--- src/pkg/swea_pkg.sv ---
// constants for the management interrupt and wake event aggregator
package swea_pkg;

	// default source counts
	localparam int SWEA_EDGE_SRCS = 21;
	localparam int SWEA_PERIPH_SRCS = 6;
	localparam int SWEA_MAX_EDGE_SRCS = 32;

	// fixed wake sources besides the edge pins
	localparam int SWEA_FIXED_WAKE = 5;
	localparam int SWEA_WK_RING_ONE = 0;
	localparam int SWEA_WK_RING_TWO = 1;
	localparam int SWEA_WK_KBD = 2;
	localparam int SWEA_WK_MOUSE = 3;
	localparam int SWEA_WK_IR = 4;

	// fixed pins in the synchroniser vector
	localparam int SWEA_FIXED_PINS = 4;

	// smi_enable_two field positions
	localparam int SWEA_EN2_PIN_ROUTE = 7;
	localparam int SWEA_EN2_SERIRQ_ROUTE = 6;
	localparam int SWEA_EN2_WAKE_ROUTE = 5;

	// pin gpio control register fields
	localparam int SWEA_CTL_POLARITY = 1;
	localparam int SWEA_CTL_PUSH_PULL = 7;

	// reset values of the output pin drivers (inactive, released)
	localparam logic SWEA_PIN_O_RST = 1'h1;
	localparam logic SWEA_PIN_OE_N_RST = 1'h1;

	// synchroniser stage reset value
	localparam logic SWEA_SYNC_RST = 1'h0;

	// reset value of every status bit
	localparam logic SWEA_STS_RST = 1'h0;

	// pin driver mode
	typedef enum logic [1:0] {
		SWEA_DRV_OD_LOW,
		SWEA_DRV_OD_HIGH,
		SWEA_DRV_PP_LOW,
		SWEA_DRV_PP_HIGH
	} swea_drv_t;

endpackage

--- src/hdl/swea_aggregator.sv ---
// management interrupt and wake event aggregator
`timescale 1ns/1ps

// Function
// - group interrupt is OR over all five register sets of status AND enable
// - group interrupt reaches its own pin only when enable two bit 7 set
// - enable two bit 6 places group interrupt in serial slot IRQ2
// - enable two bit 5 feeds group interrupt into wake logic
// - interrupt pin polarity and open-drain/push-pull programmable; reset active-low open-drain
// - gpio and fan sources latch on polarity-selected edge, rising when not inverted
// - dual-edge gpio sets its interrupt status on both edges
// - gpio interrupt status clears on write one; zero leaves it
// - gpio and fan latched status ANDed with enable for the interrupt
// - peripheral events ANDed live with enables, no latching
// - peripheral status follows its source; write one does not clear it
// - infrared event status clears when status register two is read
// - wake status set by ring, infrared, keyboard, mouse, gpio and fan events
// - wake pin polarity and buffer type programmable; reset active-low open-drain
// - wake pin never asserts without global enable; else any enabled status asserts
// - wake status bits set regardless of global wake enable
// - gpio wake status on polarity edge or both edges; write one clears
// - wake status and enable include fan tachometer event bits
// - smi_to_wake_status set by active group interrupt with bit 5; write one clears
// - smi_to_wake enable plus status drives the wake pin active when global wake enable is set
module swea_aggregator
	import swea_pkg::*;
#(
	parameter int EDGE_SRCS = SWEA_EDGE_SRCS,
	parameter int PERIPH_SRCS = SWEA_PERIPH_SRCS
)
(
	// clock and reset
	input wire logic ref_clk,
	input wire logic rst_n,

	// peripheral block events, live levels
	input wire logic [PERIPH_SRCS-1:0] periph_event,
	input wire logic [PERIPH_SRCS-1:0] periph_smi_enable,
	input wire logic infrared_frame_valid,
	input wire logic infrared_smi_enable,
	input wire logic smi_status_two_read,
	output logic infrared_event,

	// gpio and fan tachometer edge sources
	input wire logic [EDGE_SRCS-1:0] edge_src_pin,
	input wire logic [EDGE_SRCS-1:0] edge_src_polarity,
	input wire logic [EDGE_SRCS-1:0] dual_edge_trigger,
	input wire logic [EDGE_SRCS-1:0] edge_smi_enable,
	input wire logic [EDGE_SRCS-1:0] edge_smi_clear,
	output logic [EDGE_SRCS-1:0] edge_smi_status,

	// other wake sources, active low pins
	input wire logic ring_indicator_one_n,
	input wire logic ring_indicator_two_n,
	input wire logic kbd_data_n,
	input wire logic mouse_data_n,

	// wake status and enables
	input wire logic [EDGE_SRCS-1:0] edge_wake_enable,
	input wire logic [EDGE_SRCS-1:0] edge_wake_clear,
	output logic [EDGE_SRCS-1:0] edge_wake_status,
	input wire logic [SWEA_FIXED_WAKE-1:0] fixed_wake_enable,
	input wire logic [SWEA_FIXED_WAKE-1:0] fixed_wake_clear,
	output logic [SWEA_FIXED_WAKE-1:0] fixed_wake_status,
	input wire logic global_wake_enable,
	output logic wake_summary_status,

	// group interrupt into the wake logic
	input wire logic smi_to_wake_enable,
	input wire logic smi_to_wake_clear,
	output logic smi_to_wake_status,

	// routing and pin control
	input wire logic [7:0] smi_enable_two,
	input wire logic [7:0] smi_pin_gpio_control,
	input wire logic [7:0] wake_pin_gpio_control,

	// outputs toward the chipset
	output logic group_smi_internal,
	output logic serirq_irq2_req,
	output logic group_smi_pin_o,
	output logic group_smi_pin_oe_n,
	output logic wake_event_pin_o,
	output logic wake_event_pin_oe_n
);

	localparam int SYNC_W = EDGE_SRCS + SWEA_FIXED_PINS;

	// refuse source counts the logic cannot serve
	generate
		if (EDGE_SRCS < 1 || EDGE_SRCS > SWEA_MAX_EDGE_SRCS)
		begin : g_bad_edge
			$error("edge source count out of range");
		end
		if (PERIPH_SRCS < 1)
		begin : g_bad_periph
			$error("peripheral source count must be at least one");
		end
		if (SWEA_FIXED_PINS != 4)
		begin : g_bad_pins
			$error("four fixed wake pins feed the synchroniser");
		end
		if (SWEA_WK_IR >= SWEA_FIXED_WAKE)
		begin : g_bad_fixed
			$error("fixed wake bit positions exceed the vector");
		end
		if (SWEA_CTL_PUSH_PULL > 7 || SWEA_CTL_POLARITY > 7)
		begin : g_bad_ctl
			$error("pin control fields lie outside the byte");
		end
		if (SWEA_EN2_PIN_ROUTE > 7 || SWEA_EN2_SERIRQ_ROUTE > 7
			|| SWEA_EN2_WAKE_ROUTE > 7)
		begin : g_bad_route
			$error("route enable fields lie outside the byte");
		end
	endgenerate

	// synchroniser and edge history
	logic [SYNC_W-1:0] meta_q;
	logic [SYNC_W-1:0] meta_d;
	logic [SYNC_W-1:0] sync_q;
	logic [SYNC_W-1:0] sync_d;
	logic [SYNC_W-1:0] prev_q;
	logic [SYNC_W-1:0] prev_d;

	// history warm-up and qualified edges
	logic [2:0] warm_q;
	logic [2:0] warm_d;
	logic hist_ok;
	logic [SYNC_W-1:0] pin_rise;
	logic [SYNC_W-1:0] pin_fall;

	// latched status
	logic [EDGE_SRCS-1:0] edge_smi_q;
	logic [EDGE_SRCS-1:0] edge_smi_d;
	logic [EDGE_SRCS-1:0] edge_wake_q;
	logic [EDGE_SRCS-1:0] edge_wake_d;
	logic [SWEA_FIXED_WAKE-1:0] fixed_wake_q;
	logic [SWEA_FIXED_WAKE-1:0] fixed_wake_d;
	logic ir_event_q;
	logic ir_event_d;
	logic smi_wake_q;
	logic smi_wake_d;

	// output pin drivers
	logic smi_o_q;
	logic smi_o_d;
	logic smi_oe_n_q;
	logic smi_oe_n_d;
	logic wake_o_q;
	logic wake_o_d;
	logic wake_oe_n_q;
	logic wake_oe_n_d;

	// combinational terms
	logic [EDGE_SRCS-1:0] src_edge;
	logic [SWEA_FIXED_WAKE-1:0] fixed_event;
	logic group_smi;
	logic smi_pin_active;
	logic wake_active;
	logic wake_pending;

	// raw pins gathered for the synchroniser
	logic [SYNC_W-1:0] raw_pins;
	assign raw_pins = {mouse_data_n, kbd_data_n, ring_indicator_two_n,
		ring_indicator_one_n, edge_src_pin};

	// two-flop synchroniser plus one history stage
	always_comb
	begin
		meta_d = raw_pins;
		sync_d = meta_q;
		prev_d = sync_q;
		warm_d = {warm_q[1:0], 1'h1};
	end

	always_ff @(posedge ref_clk or negedge rst_n)
	begin
		if (!rst_n)
		begin
			meta_q <= {SYNC_W{SWEA_SYNC_RST}};
			sync_q <= {SYNC_W{SWEA_SYNC_RST}};
			prev_q <= {SYNC_W{SWEA_SYNC_RST}};
			warm_q <= 3'h0;
		end
		else
		begin
			meta_q <= meta_d;
			sync_q <= sync_d;
			prev_q <= prev_d;
			warm_q <= warm_d;
		end
	end

	// edges count only once all three stages hold sampled pins,
	// so a pin already high at reset release gives no false edge
	always_comb
	begin
		hist_ok = warm_q[2];
		pin_rise = sync_q & ~prev_q & {SYNC_W{hist_ok}};
		pin_fall = ~sync_q & prev_q & {SYNC_W{hist_ok}};
	end

	// per-source edge select: polarity edge or either edge
	genvar gi;
	generate
		for (gi = 0; gi < EDGE_SRCS; gi++)
		begin : g_edge
			logic rise;
			logic fall;
			assign rise = pin_rise[gi];
			assign fall = pin_fall[gi];
			assign src_edge[gi] = dual_edge_trigger[gi] ? (rise | fall) :
				(edge_src_polarity[gi] ? fall : rise);
		end
	endgenerate

	// fixed wake events: falling edges of active-low pins, ir frames
	always_comb
	begin
		fixed_event = '0;
		fixed_event[SWEA_WK_RING_ONE] = pin_fall[EDGE_SRCS];
		fixed_event[SWEA_WK_RING_TWO] = pin_fall[EDGE_SRCS+1];
		fixed_event[SWEA_WK_KBD] = pin_fall[EDGE_SRCS+2];
		fixed_event[SWEA_WK_MOUSE] = pin_fall[EDGE_SRCS+3];
		fixed_event[SWEA_WK_IR] = infrared_frame_valid;
	end

	// group interrupt from all five register sets
	always_comb
	begin
		group_smi = (|(periph_event & periph_smi_enable))
			| (ir_event_q & infrared_smi_enable)
			| (|(edge_smi_q & edge_smi_enable));
	end

	// status next values; a new event beats a clear in the same cycle
	always_comb
	begin
		edge_smi_d = (edge_smi_q & ~edge_smi_clear) | src_edge;
		edge_wake_d = (edge_wake_q & ~edge_wake_clear) | src_edge;
		fixed_wake_d = (fixed_wake_q & ~fixed_wake_clear) | fixed_event;
		ir_event_d = (ir_event_q & ~smi_status_two_read)
			| infrared_frame_valid;
		smi_wake_d = (smi_wake_q & ~smi_to_wake_clear)
			| (group_smi & smi_enable_two[SWEA_EN2_WAKE_ROUTE]);
	end

	// status registers, set regardless of global wake enable
	always_ff @(posedge ref_clk or negedge rst_n)
	begin
		if (!rst_n)
		begin
			edge_smi_q <= {EDGE_SRCS{SWEA_STS_RST}};
			edge_wake_q <= {EDGE_SRCS{SWEA_STS_RST}};
			fixed_wake_q <= {SWEA_FIXED_WAKE{SWEA_STS_RST}};
			ir_event_q <= SWEA_STS_RST;
			smi_wake_q <= SWEA_STS_RST;
		end
		else
		begin
			edge_smi_q <= edge_smi_d;
			edge_wake_q <= edge_wake_d;
			fixed_wake_q <= fixed_wake_d;
			ir_event_q <= ir_event_d;
			smi_wake_q <= smi_wake_d;
		end
	end

	// wake pending: any status with its enable, incl. the smi feed
	always_comb
	begin
		wake_pending = (|(edge_wake_q & edge_wake_enable))
			| (|(fixed_wake_q & fixed_wake_enable))
			| (smi_wake_q & smi_to_wake_enable);
		wake_active = global_wake_enable & wake_pending;
		smi_pin_active = group_smi & smi_enable_two[SWEA_EN2_PIN_ROUTE];
	end

	// maps active level, polarity and buffer type onto pin drive
	function automatic logic [1:0] pin_drive(input logic active,
		input logic [7:0] ctl);
		swea_drv_t mode;
		logic level;
		logic [1:0] res;
		mode = swea_drv_t'({ctl[SWEA_CTL_PUSH_PULL], ctl[SWEA_CTL_POLARITY]});
		level = ctl[SWEA_CTL_POLARITY] ? active : ~active;
		res = {SWEA_PIN_O_RST, SWEA_PIN_OE_N_RST};
		unique case (mode)
			SWEA_DRV_OD_LOW, SWEA_DRV_OD_HIGH:
			begin
				res = {1'h0, level}; // drive low only, else release
			end
			SWEA_DRV_PP_LOW, SWEA_DRV_PP_HIGH:
			begin
				res = {level, 1'h0};
			end
		endcase
		return res;
	endfunction

	// output pin drive next values
	always_comb
	begin
		{smi_o_d, smi_oe_n_d} =
			pin_drive(smi_pin_active, smi_pin_gpio_control);
		{wake_o_d, wake_oe_n_d} =
			pin_drive(wake_active, wake_pin_gpio_control);
	end

	// output pin drive registers, released and inactive at reset
	always_ff @(posedge ref_clk or negedge rst_n)
	begin
		if (!rst_n)
		begin
			smi_o_q <= SWEA_PIN_O_RST;
			smi_oe_n_q <= SWEA_PIN_OE_N_RST;
			wake_o_q <= SWEA_PIN_O_RST;
			wake_oe_n_q <= SWEA_PIN_OE_N_RST;
		end
		else
		begin
			smi_o_q <= smi_o_d;
			smi_oe_n_q <= smi_oe_n_d;
			wake_o_q <= wake_o_d;
			wake_oe_n_q <= wake_oe_n_d;
		end
	end

	// status outputs
	assign edge_smi_status = edge_smi_q;
	assign edge_wake_status = edge_wake_q;
	assign fixed_wake_status = fixed_wake_q;
	assign infrared_event = ir_event_q;
	assign smi_to_wake_status = smi_wake_q;
	assign wake_summary_status = wake_pending;

	// group interrupt and its routes
	assign group_smi_internal = group_smi;
	assign serirq_irq2_req =
		group_smi & smi_enable_two[SWEA_EN2_SERIRQ_ROUTE];
	assign group_smi_pin_o = smi_o_q;
	assign group_smi_pin_oe_n = smi_oe_n_q;
	assign wake_event_pin_o = wake_o_q;
	assign wake_event_pin_oe_n = wake_oe_n_q;

endmodule

--- config.mk ---
export PLATFORM = sky130hd
export DESIGN_NAME = swea_aggregator
export DESIGN_NICKNAME = d
export VERILOG_FILES = /design/src/pkg/swea_pkg.sv /design/src/hdl/swea_aggregator.sv
export SDC_FILE = /design/constraint.sdc
export NUM_CORES = 1
export LEC_CHECK = 0
export ABC_AREA = 0
export BUFFER_PORTS_ARGS = -buffer_cell sky130_fd_sc_hd__buf_2
export CAP_MARGIN = 20
export CORE_MARGIN = 5
export CORE_UTILIZATION = 44
export CTS_CLUSTER_SIZE = 40
export DETAILED_ROUTE_END_ITERATION = 7
export HOLD_SLACK_MARGIN = 0.15
export PLACE_DENSITY = 0.82
export SKIP_CTS_REPAIR_TIMING = 1
export SLEW_MARGIN = 0
export SYNTH_ARGS = -nofsm -noshare
export SYNTH_HDL_FRONTEND = slang
export SYNTH_SLANG_ARGS = --single-unit
--- constraint.sdc ---
create_clock -name ref_clk -period 2.1 [get_ports ref_clk]
set_input_delay 0.105 -clock ref_clk [delete_from_list [all_inputs] [get_ports ref_clk]]
set_output_delay 0.105 -clock ref_clk [all_outputs]
set_load 0.01 [all_outputs]
Word level (Yosys, flattened, before mapping)
Index checks and enable logic that the tools add are counted.
{"block": "op_classes", "n_eq_ne": 6, "muxes": 46, "bitwise": 58, "n_reduce_logical": 10}
{"op": "AND 21 bit", "n": 6}
{"op": "NOT 21 bit", "n": 3}
{"op": "AND 25 bit", "n": 2}
{"op": "two-way mux 1 bit", "n": 44}
{"op": "OR 21 bit", "n": 2}
{"op": "OR reduction 21 bit", "n": 2}
{"op": "OR 1 bit", "n": 27}
{"op": "NOT 25 bit", "n": 1}
{"op": "AND 5 bit", "n": 2}
{"op": "AND 1 bit", "n": 8}
{"op": "equality test 2 bit, second input constant", "n": 4}
{"op": "one-hot mux 2 bit (2 select lines)", "n": 2}
{"op": "OR reduction 2 bit", "n": 4}
{"op": "AND 6 bit", "n": 1}
{"op": "OR reduction 6 bit", "n": 1}
{"op": "NOT 5 bit", "n": 1}
{"op": "OR 5 bit", "n": 1}
{"op": "OR reduction 5 bit", "n": 1}
{"op": "equality test 2 x 1 -> 1 bit, second input constant", "n": 2}
{"op": "logical NOT 2 bit", "n": 2}
{"op": "NOT 1 bit", "n": 4}
{"block": "totals", "register_bits": 131, "inputBits": 205, "word_cells": 133}

Longest topological paths before layout
Gate-level depths: netlist (run 1).
{"block": "logic_depth", "ltp_word": 8, "mapped_depth": 5}

Worst setup path before layout (run 1)
No wires, ideal clock.
{"block": "synth_timing", "path_kind": "register to register", "start": "register edge_smi_q[0], in the netlist edge_smi_status[0]", "end": "register smi_wake_q, in the netlist smi_to_wake_status", "setup_ns": 0.121, "arrival_ns": 1.468, "slack_ns": 0.511, "path_stages_with_launch": 6, "path_buffers": 0, "synth_period_minus_slack_ns": 1.589, "cell_sequence": "dfrtp_1 > a22o_1 > a221oi_1 > and4_1 > nand3b_1 > a22o_1"}
{"block": "synth_via", "elab_chain_cells": 5}
{"element": "start: declaration", "line_no": "swea_aggregator.sv:134", "rtl": "logic [EDGE_SRCS-1:0] edge_smi_q;"}
{"element": "start signal: assignment", "line_no": "swea_aggregator.sv:254", "rtl": "edge_smi_q <= {EDGE_SRCS{SWEA_STS_RST}};"}
{"element": "start signal: assignment", "line_no": "swea_aggregator.sv:262", "rtl": "edge_smi_q <= edge_smi_d;"}
{"element": "AND 21 bit", "line_no": "swea_aggregator.sv:234", "rtl": "| (|(edge_smi_q & edge_smi_enable));"}
{"element": "OR reduction 21 bit", "line_no": "swea_aggregator.sv:234"}
{"element": "OR 1 bit", "line_no": "swea_aggregator.sv:234"}
{"element": "via group_smi_internal", "line_no": "swea_aggregator.sv:79", "rtl": "output logic group_smi_internal,"}
{"element": "AND 1 bit", "line_no": "swea_aggregator.sv:246", "rtl": "| (group_smi & smi_enable_two[SWEA_EN2_WAKE_ROUTE]);"}
{"element": "OR 1 bit", "line_no": "swea_aggregator.sv:246"}
{"element": "via smi_wake_d", "line_no": "swea_aggregator.sv:143", "rtl": "logic smi_wake_d;"}
{"element": "end signal: assignment", "line_no": "swea_aggregator.sv:266", "rtl": "smi_wake_q <= smi_wake_d;"}
{"element": "end: declaration", "line_no": "swea_aggregator.sv:142", "rtl": "logic smi_wake_q;"}
The timed path passes the listed nets, and every way through them passes these cells.

Worst setup path in the final report (run 1)
{"block": "layout_timing", "start": "register edge_smi_q[18], in the netlist edge_smi_status[18]", "end": "output serirq_irq2_req"}
{"block": "layout_via", "elab_chain_cells": 4}
{"element": "AND 21 bit", "line_no": "swea_aggregator.sv:234"}
{"element": "OR reduction 21 bit", "line_no": "swea_aggregator.sv:234"}
{"element": "OR 1 bit", "line_no": "swea_aggregator.sv:234"}
{"element": "AND 1 bit", "line_no": "swea_aggregator.sv:341", "rtl": "group_smi & smi_enable_two[SWEA_EN2_SERIRQ_ROUTE];"}
{"element": "end: declaration", "line_no": "swea_aggregator.sv:80", "rtl": "output logic serirq_irq2_req,"}
Every way passes these cells.

==> results.json, run 1 <==
{
  "outcome": "finished with violations",
  "failed_checks": "setup timing",
  "report.power.total_w": 0.006764,
  "power_leakage_nw": 4.043,
  "gp_congestion": 0.8721,
  "routed_wl_mm": 17.65,
  "drc": 0,
  "core_area_um2": 10750,
  "dr_total_vias": 4659,
  "worstHoldPathType": "in -> reg",
  "numCtsBuffers": 17,
  "path_clk_slew_ns": 0.06,
  "yosysWarningCount": 0,
  "skew_ns": 0.006916,
  "finalSetupViolCount": 2,
  "clk_latency_ns": 0.53,
  "overflow": 0,
  "rows": 38,
  "post_drt_wl_per_cell_um": 19.15,
  "synth-seq-area-share": 0.6896,
  "dp_cells": 751,
  "start_util": 0.4431,
  "ios": 261,
  "setup.worst_path.end_class": "output pin",
  "grt_use_total": 0.2115,
  "hold_viol_final": 0,
  "synth.most_common_cell": "dfrtp_1",
  "drtIter0Drc": 305,
  "fin_ws_ns": -0.1565,
  "cts_tree": "built",
  "max_freq_mhz": 443.2,
  "min_period_ns": 2.256,
  "path_cells": "a22o_1 -> a221oi_2 -> and4_4 -> nand3b_1 -> and2_1 -> buf_2",
  "antenna_found_initial": 0,
  "die_y_um": 114.0,
  "synth_top_area_cell": "dfrtp_1",
  "viasPerCell": 5.053,
  "slowest_stage": "dfrtp_1",
  "clk_path_buf_depth": 2,
  "worst_ep_arrival_time_ns": 2.15,
  "worstSetupStartpointType": "flop",
  "finalNonFillerCells": 922,
  "die_w_um": 114.0,
  "peakVddDrop_mv": 0.6903,
  "grt_pass1_wl_mm": 20.62,
  "synth_nets": 572,
  "insertedDiodeCount": 0,
  "synthTopCellsByCount": "dfrtp_1 (127), inv_1 (49), o21ai_0 (46)",
  "synthTopCellsByArea": "dfrtp_1 (67%), o21ai_0 (4.8%), inv_1 (3.9%), xnor2_1 (3.9%), xor2_1 (3.9%)",
  "drive_gt1_frac": 0.3875,
  "cap_violations": 0,
  "p_per_area_nw_per_um2": 825.2,
  "rsz0062_at_grt": "true",
  "grt_pass1_vias": 4194,
  "tns_ns": -0.1843,
  "syn-cell-area_um2": 4761,
  "synth-edff-count": 0,
  "synth_top_cell_area_share": 0.6675,
  "netlist_instances": 367,
  "setup.worst_path.class": "reg -> out",
  "dr.pass1.iters": 7,
  "syn_to_final_growth_pct": 72.17,
  "max_stage_delay_ns": 0.40,
  "fin_crit_sh": 1.075,
  "syn_avg_cell_area_um2": 12.97,
  "drtAntennaViolNets": 0,
  "synthDistinctLibCells": 36,
  "nets": 974,
  "ys_async_sr_fraction": 1.000,
  "ys.flop_type": "dfrtp_1",
  "finalMaxSlewViolations": 0,
  "cts_sinks": 131,
  "whs_ns": 0.1354,
  "dpl.hpwl_mm": 10.72,
  "cts_root_buf": "clkbuf_8",
  "floorplan.die_area_um2": 13000,
  "numPortBuffers": 243,
  "htree_levels": 4,
  "cp.required_ns": 2.00,
  "grt_max_degree": 66,
  "ys_ff_latch": 131,
  "crit_fanout": 3
}
kinds of logic (layout without fill, tap and decap cells):
| kind of cell | Yosys count | in the layout | share of synthesized area |
|---|---|---|---|
| flip-flops | 131 | 131 | 0.6896 |
| AO/OA/AOI/OAI | 106 | 106 | 0.1495 |
| buffers and inverters | 53 | 468 | 0.04179 |
| XOR/XNOR | 42 | 42 | 0.07727 |
| AND/OR/NAND/NOR | 34 | 34 | 0.04100 |
| other | 1 | 1 | 0.0007877 |
worst max-delay path, delay by kind of cell (launching register included):
kind	cells	cell delay [ns]
DFF	1	0.40
and+or+nand+nor	3	0.63
AOI/OAI and AO/OA	2	0.47
buffers and inverters	1	0.13
where the power goes:
group	internal, W	total [W]	switching (W)
combinational	0.000649	0.00116	0.000508
sequential	0.00273	0.00291	0.000177
clock	0.00159	0.00270	0.00111
sequential cells by signal, indices dropped and copies added (netlist names):
register             flops
meta_q                  25
warm_q                   3
edge_smi_status         21
infrared_event           1
prev_d                  25
fixed_wake_status        5
smi_to_wake_status       1
wake_event_pin_o         1
edge_wake_status        21
prev_q                  25
group_smi_pin_o          1
wake_event_pin_oe_n      1
group_smi_pin_oe_n       1
cell usage in the layout, fill, tap and decap left out, types with 10 or more instances in the layout:
cell / Yosys / routed
dlygate4sd3_1: 0 / 132
dfrtp_1: 127 / 127
o21ai_0: 46 / 46
buf_4: 0 / 10
a22o_1: 10 / 10
clkbuf_16: 0 / 16
inv_1: 49 / 49
xnor2_1: 21 / 21
o211ai_1: 22 / 22
buf_2: 0 / 242
xor2_1: 21 / 21
path summary, 6_finish.rpt:
path                                                 from                            end  slack, ns  cells after the start
setup / recovery            edge_smi_status[18]$_DFF_PN0_                serirq_irq2_req      -0.16                      6
hold / removal                         edge_smi_enable[9]   group_smi_pin_oe_n$_DFF_PN1_       0.14                      5
setup reg to reg           edge_wake_status[10]$_DFF_PN0_  wake_event_pin_oe_n$_DFF_PN1_       0.18                      5
hold reg to reg                       meta_q[5]$_DFF_PN0_            prev_d[5]$_DFF_PN0_       0.35                      0
max in group asynchronous                           rst_n  edge_wake_status[2]$_DFF_PN0_       1.03                      4
min in group asynchronous                           rst_n  wake_event_pin_oe_n$_DFF_PN1_       0.71                      3
final cells by class:
type                    count  area, um2
well taps                 140      175.2
clock buffers              18      427.9
multi-input cells         183       1345
flip-flops and latches    131       3283
repair buffers            387       2666
inverters                  49      183.9
clock inverters            14      115.1
fillers                   631       2549
per-stage QoR:
stage | area (um2) | setup slack (ns) | utilization
2_1_floorplan | 4761 | 0.5113 | -
3_3_place_gp | 6193 | 0.2100 | 0.5764
3_5_place_dp | 6193 | 0.1595 | 0.5764
4_1_cts | 6736 | -0.4130 | 0.6269
5_1_grt | 8197 | -0.2639 | 0.7628
6_report | 8197 | -0.1565 | 0.7628
metal layers:
metal | wire [um] | global-route usage | up-vias
met5 | 0 | 0 | -
met4 | 537 | 0.08472 | 0
met3 | 1339 | 0.08382 | 47
met2 | 9557 | 0.3669 | 235
met1 | 6219 | 0.2316 | 2284
li1 | - | - | 2093
(Power assumes the default switching activity.)
==> run 2: changes to the inputs <==
Clock period 2.1 ns to 2.5 ns, I/O delays scaled along.
==> run 2 against run 1 <==
Compared with the run above: the flow now finishes without violations; die area unchanged; clock power fell by 7.4%; setup slack improved by 0.21 ns; critical path depth did not move; sequential power down 16%; clock skew grew 0.0023 ns; power fell by 13%; core utilization fell by 1.0 points; non-clock buffer count is 12 lower; critical path type unchanged; largest power group is now the clock network; highest routed layer unchanged.
==> results.json, run 2 (same netlist as run 1, synthesis figures left out) <==
{
  "grt_use_met1": 0.2375,
  "multi_input_area_um2": 1287,
  "finalSetupViolCount": 0,
  "worst_ep_arrival_time_ns": 2.32,
  "path_clk_slew_ns": 0.06,
  "startpoint": "edge_smi_status[18]$_DFF_PN0_",
  "post_drt_wl_per_cell_um": 18.56,
  "max_freq_mhz": 409.5,
  "slew_headroom": 0.4115,
  "regArea_um2": 3283,
  "numPortBuffers": 243,
  "min_period_ns": 2.442,
  "worstSetupStartpointType": "flop",
  "use_met2": 0.3560,
  "setup.worst_path.end_class": "output pin",
  "rows": 38,
  "dpl.hpwl_mm": 10.67,
  "nets": 962,
  "gp_congestion": 0.9067,
  "viasPerCell": 5.067,
  "numCtsBuffers": 17,
  "routed_wl_mm": 16.90,
  "floorplan.die_area_um2": 13000,
  "drc": 0,
  "final_common_cell": "buf_2",
  "cp.required_ns": 2.38,
  "critPathTopFamily": "simple AND/OR/NAND/NOR gates",
  "clk_path_buf_depth": 2,
  "final_cell_mix": "buf_2 (242), dlygate4sd3_1 (129), dfrtp_1 (127)",
  "htree_levels": 4,
  "outcome": "finished clean",
  "start_util": 0.4431,
  "r2r_setup_slack_ns": 0.10,
  "crit_fanout": 5,
  "max_stage_delay_ns": 0.40,
  "path_cells": "a22o_1 -> a221oi_1 -> and4_4 -> nand3b_1 -> and2_1 -> buf_2",
  "core_area_um2": 10750,
  "final_core_util": 0.7523,
  "rr_startpoint": "edge_smi_status[18]$_DFF_PN0_",
  "fillCellCount": 649,
  "ios": 261,
  "tightest_slew_ns": 0.8827,
  "drive_gt1_frac": 0.3688,
  "busiest_layer": "met2",
  "hold_viol_final": 0,
  "report.power.total_w": 0.005868,
  "cts_tree": "built",
  "cts_sinks": 131,
  "setup.worst_path.class": "reg -> out",
  "grt_max_degree": 67,
  "grt_pass1_vias": 4133,
  "dr_total_vias": 4616,
  "finalMaxSlewViolations": 0,
  "p_per_area_nw_per_um2": 725.9,
  "antenna_found_initial": 1,
  "grtUsageMet3": 0.07851,
  "grt_use_total": 0.2105,
  "overflow": 0,
  "slowest_stage": "dfrtp_1",
  "path_buf_inv": 1,
  "power_leakage_nw": 4.005,
  "skew_ns": 0.009259,
  "dr.pass1.iters": 5,
  "cap_violations": 0,
  "worstHoldPathType": "in -> async",
  "die_w_um": 114.0,
  "drtAntennaViolNets": 0,
  "fin_crit_sh": 0.9767,
  "clk_latency_ns": 0.51,
  "syn_to_final_growth_pct": 69.80,
  "die_y_um": 114.0,
  "drtIter0Drc": 342,
  "whs_ns": 0.1738,
  "peakVddDrop_mv": 0.5381,
  "cts_root_buf": "clkbuf_8",
  "grt_pass1_wl_mm": 20.69
}
run 2: metrics by stage:
stage               cell area (um2)  setup WS (ns)  setup TNS (ns)  cells
floorplan                      4761         0.9006               0    367
global placement               6178         0.5767               0    749
detailed placement             6178         0.5486               0    749
CTS                            6782       -0.02635        -0.02635    781
global route                   8084       -0.01043        -0.01043    911
finish                         8084        0.05816               0    911
run 2: final timing paths:
check | to | cells past startpoint
hold / removal | edge_wake_status[7]$_DFF_PN0_ | 2
setup / recovery | serirq_irq2_req | 6
max in group asynchronous | prev_d[23]$_DFF_PN0_ | 3
setup reg to reg | smi_to_wake_status$_DFF_PN0_ | 6
min in group ref_clk | meta_q[12]$_DFF_PN0_ | 2
hold reg to reg | prev_d[18]$_DFF_PN0_ | 0
run 2: layer usage:
layer,share of wire,vias to the layer above
met5,0,-
met4,0.035,0
met3,0.088,59
met2,0.53,267
met1,0.35,2216
li1,-,2074
run 2: power breakdown:
| part | internal (W) | switching, W |
|---|---|---|
| sequential | 0.00230 | 0.000146 |
| combinational | 0.000518 | 0.000406 |
| clock | 0.00162 | 0.000880 |
run 2: final cells by class:
| cell class | count | share of cell area |
|---|---|---|
| multi-input cells | 183 | 0.1593 |
| well taps | 140 | 0.02167 |
| clock buffers | 23 | 0.05897 |
| repair buffers | 375 | 0.3153 |
| clock inverters | 9 | 0.01563 |
| inverters | 49 | 0.02275 |
| flip-flops and latches | 131 | 0.4061 |
| diodes | 1 | 0.0003095 |
run 2: worst reg2reg max path, delay by kind of cell, from the launching register on:
kind	cells	cell delay, ns
compound gates	3	0.83
buf+inv	1	0.55
simple gates	2	0.49
flops	1	0.40
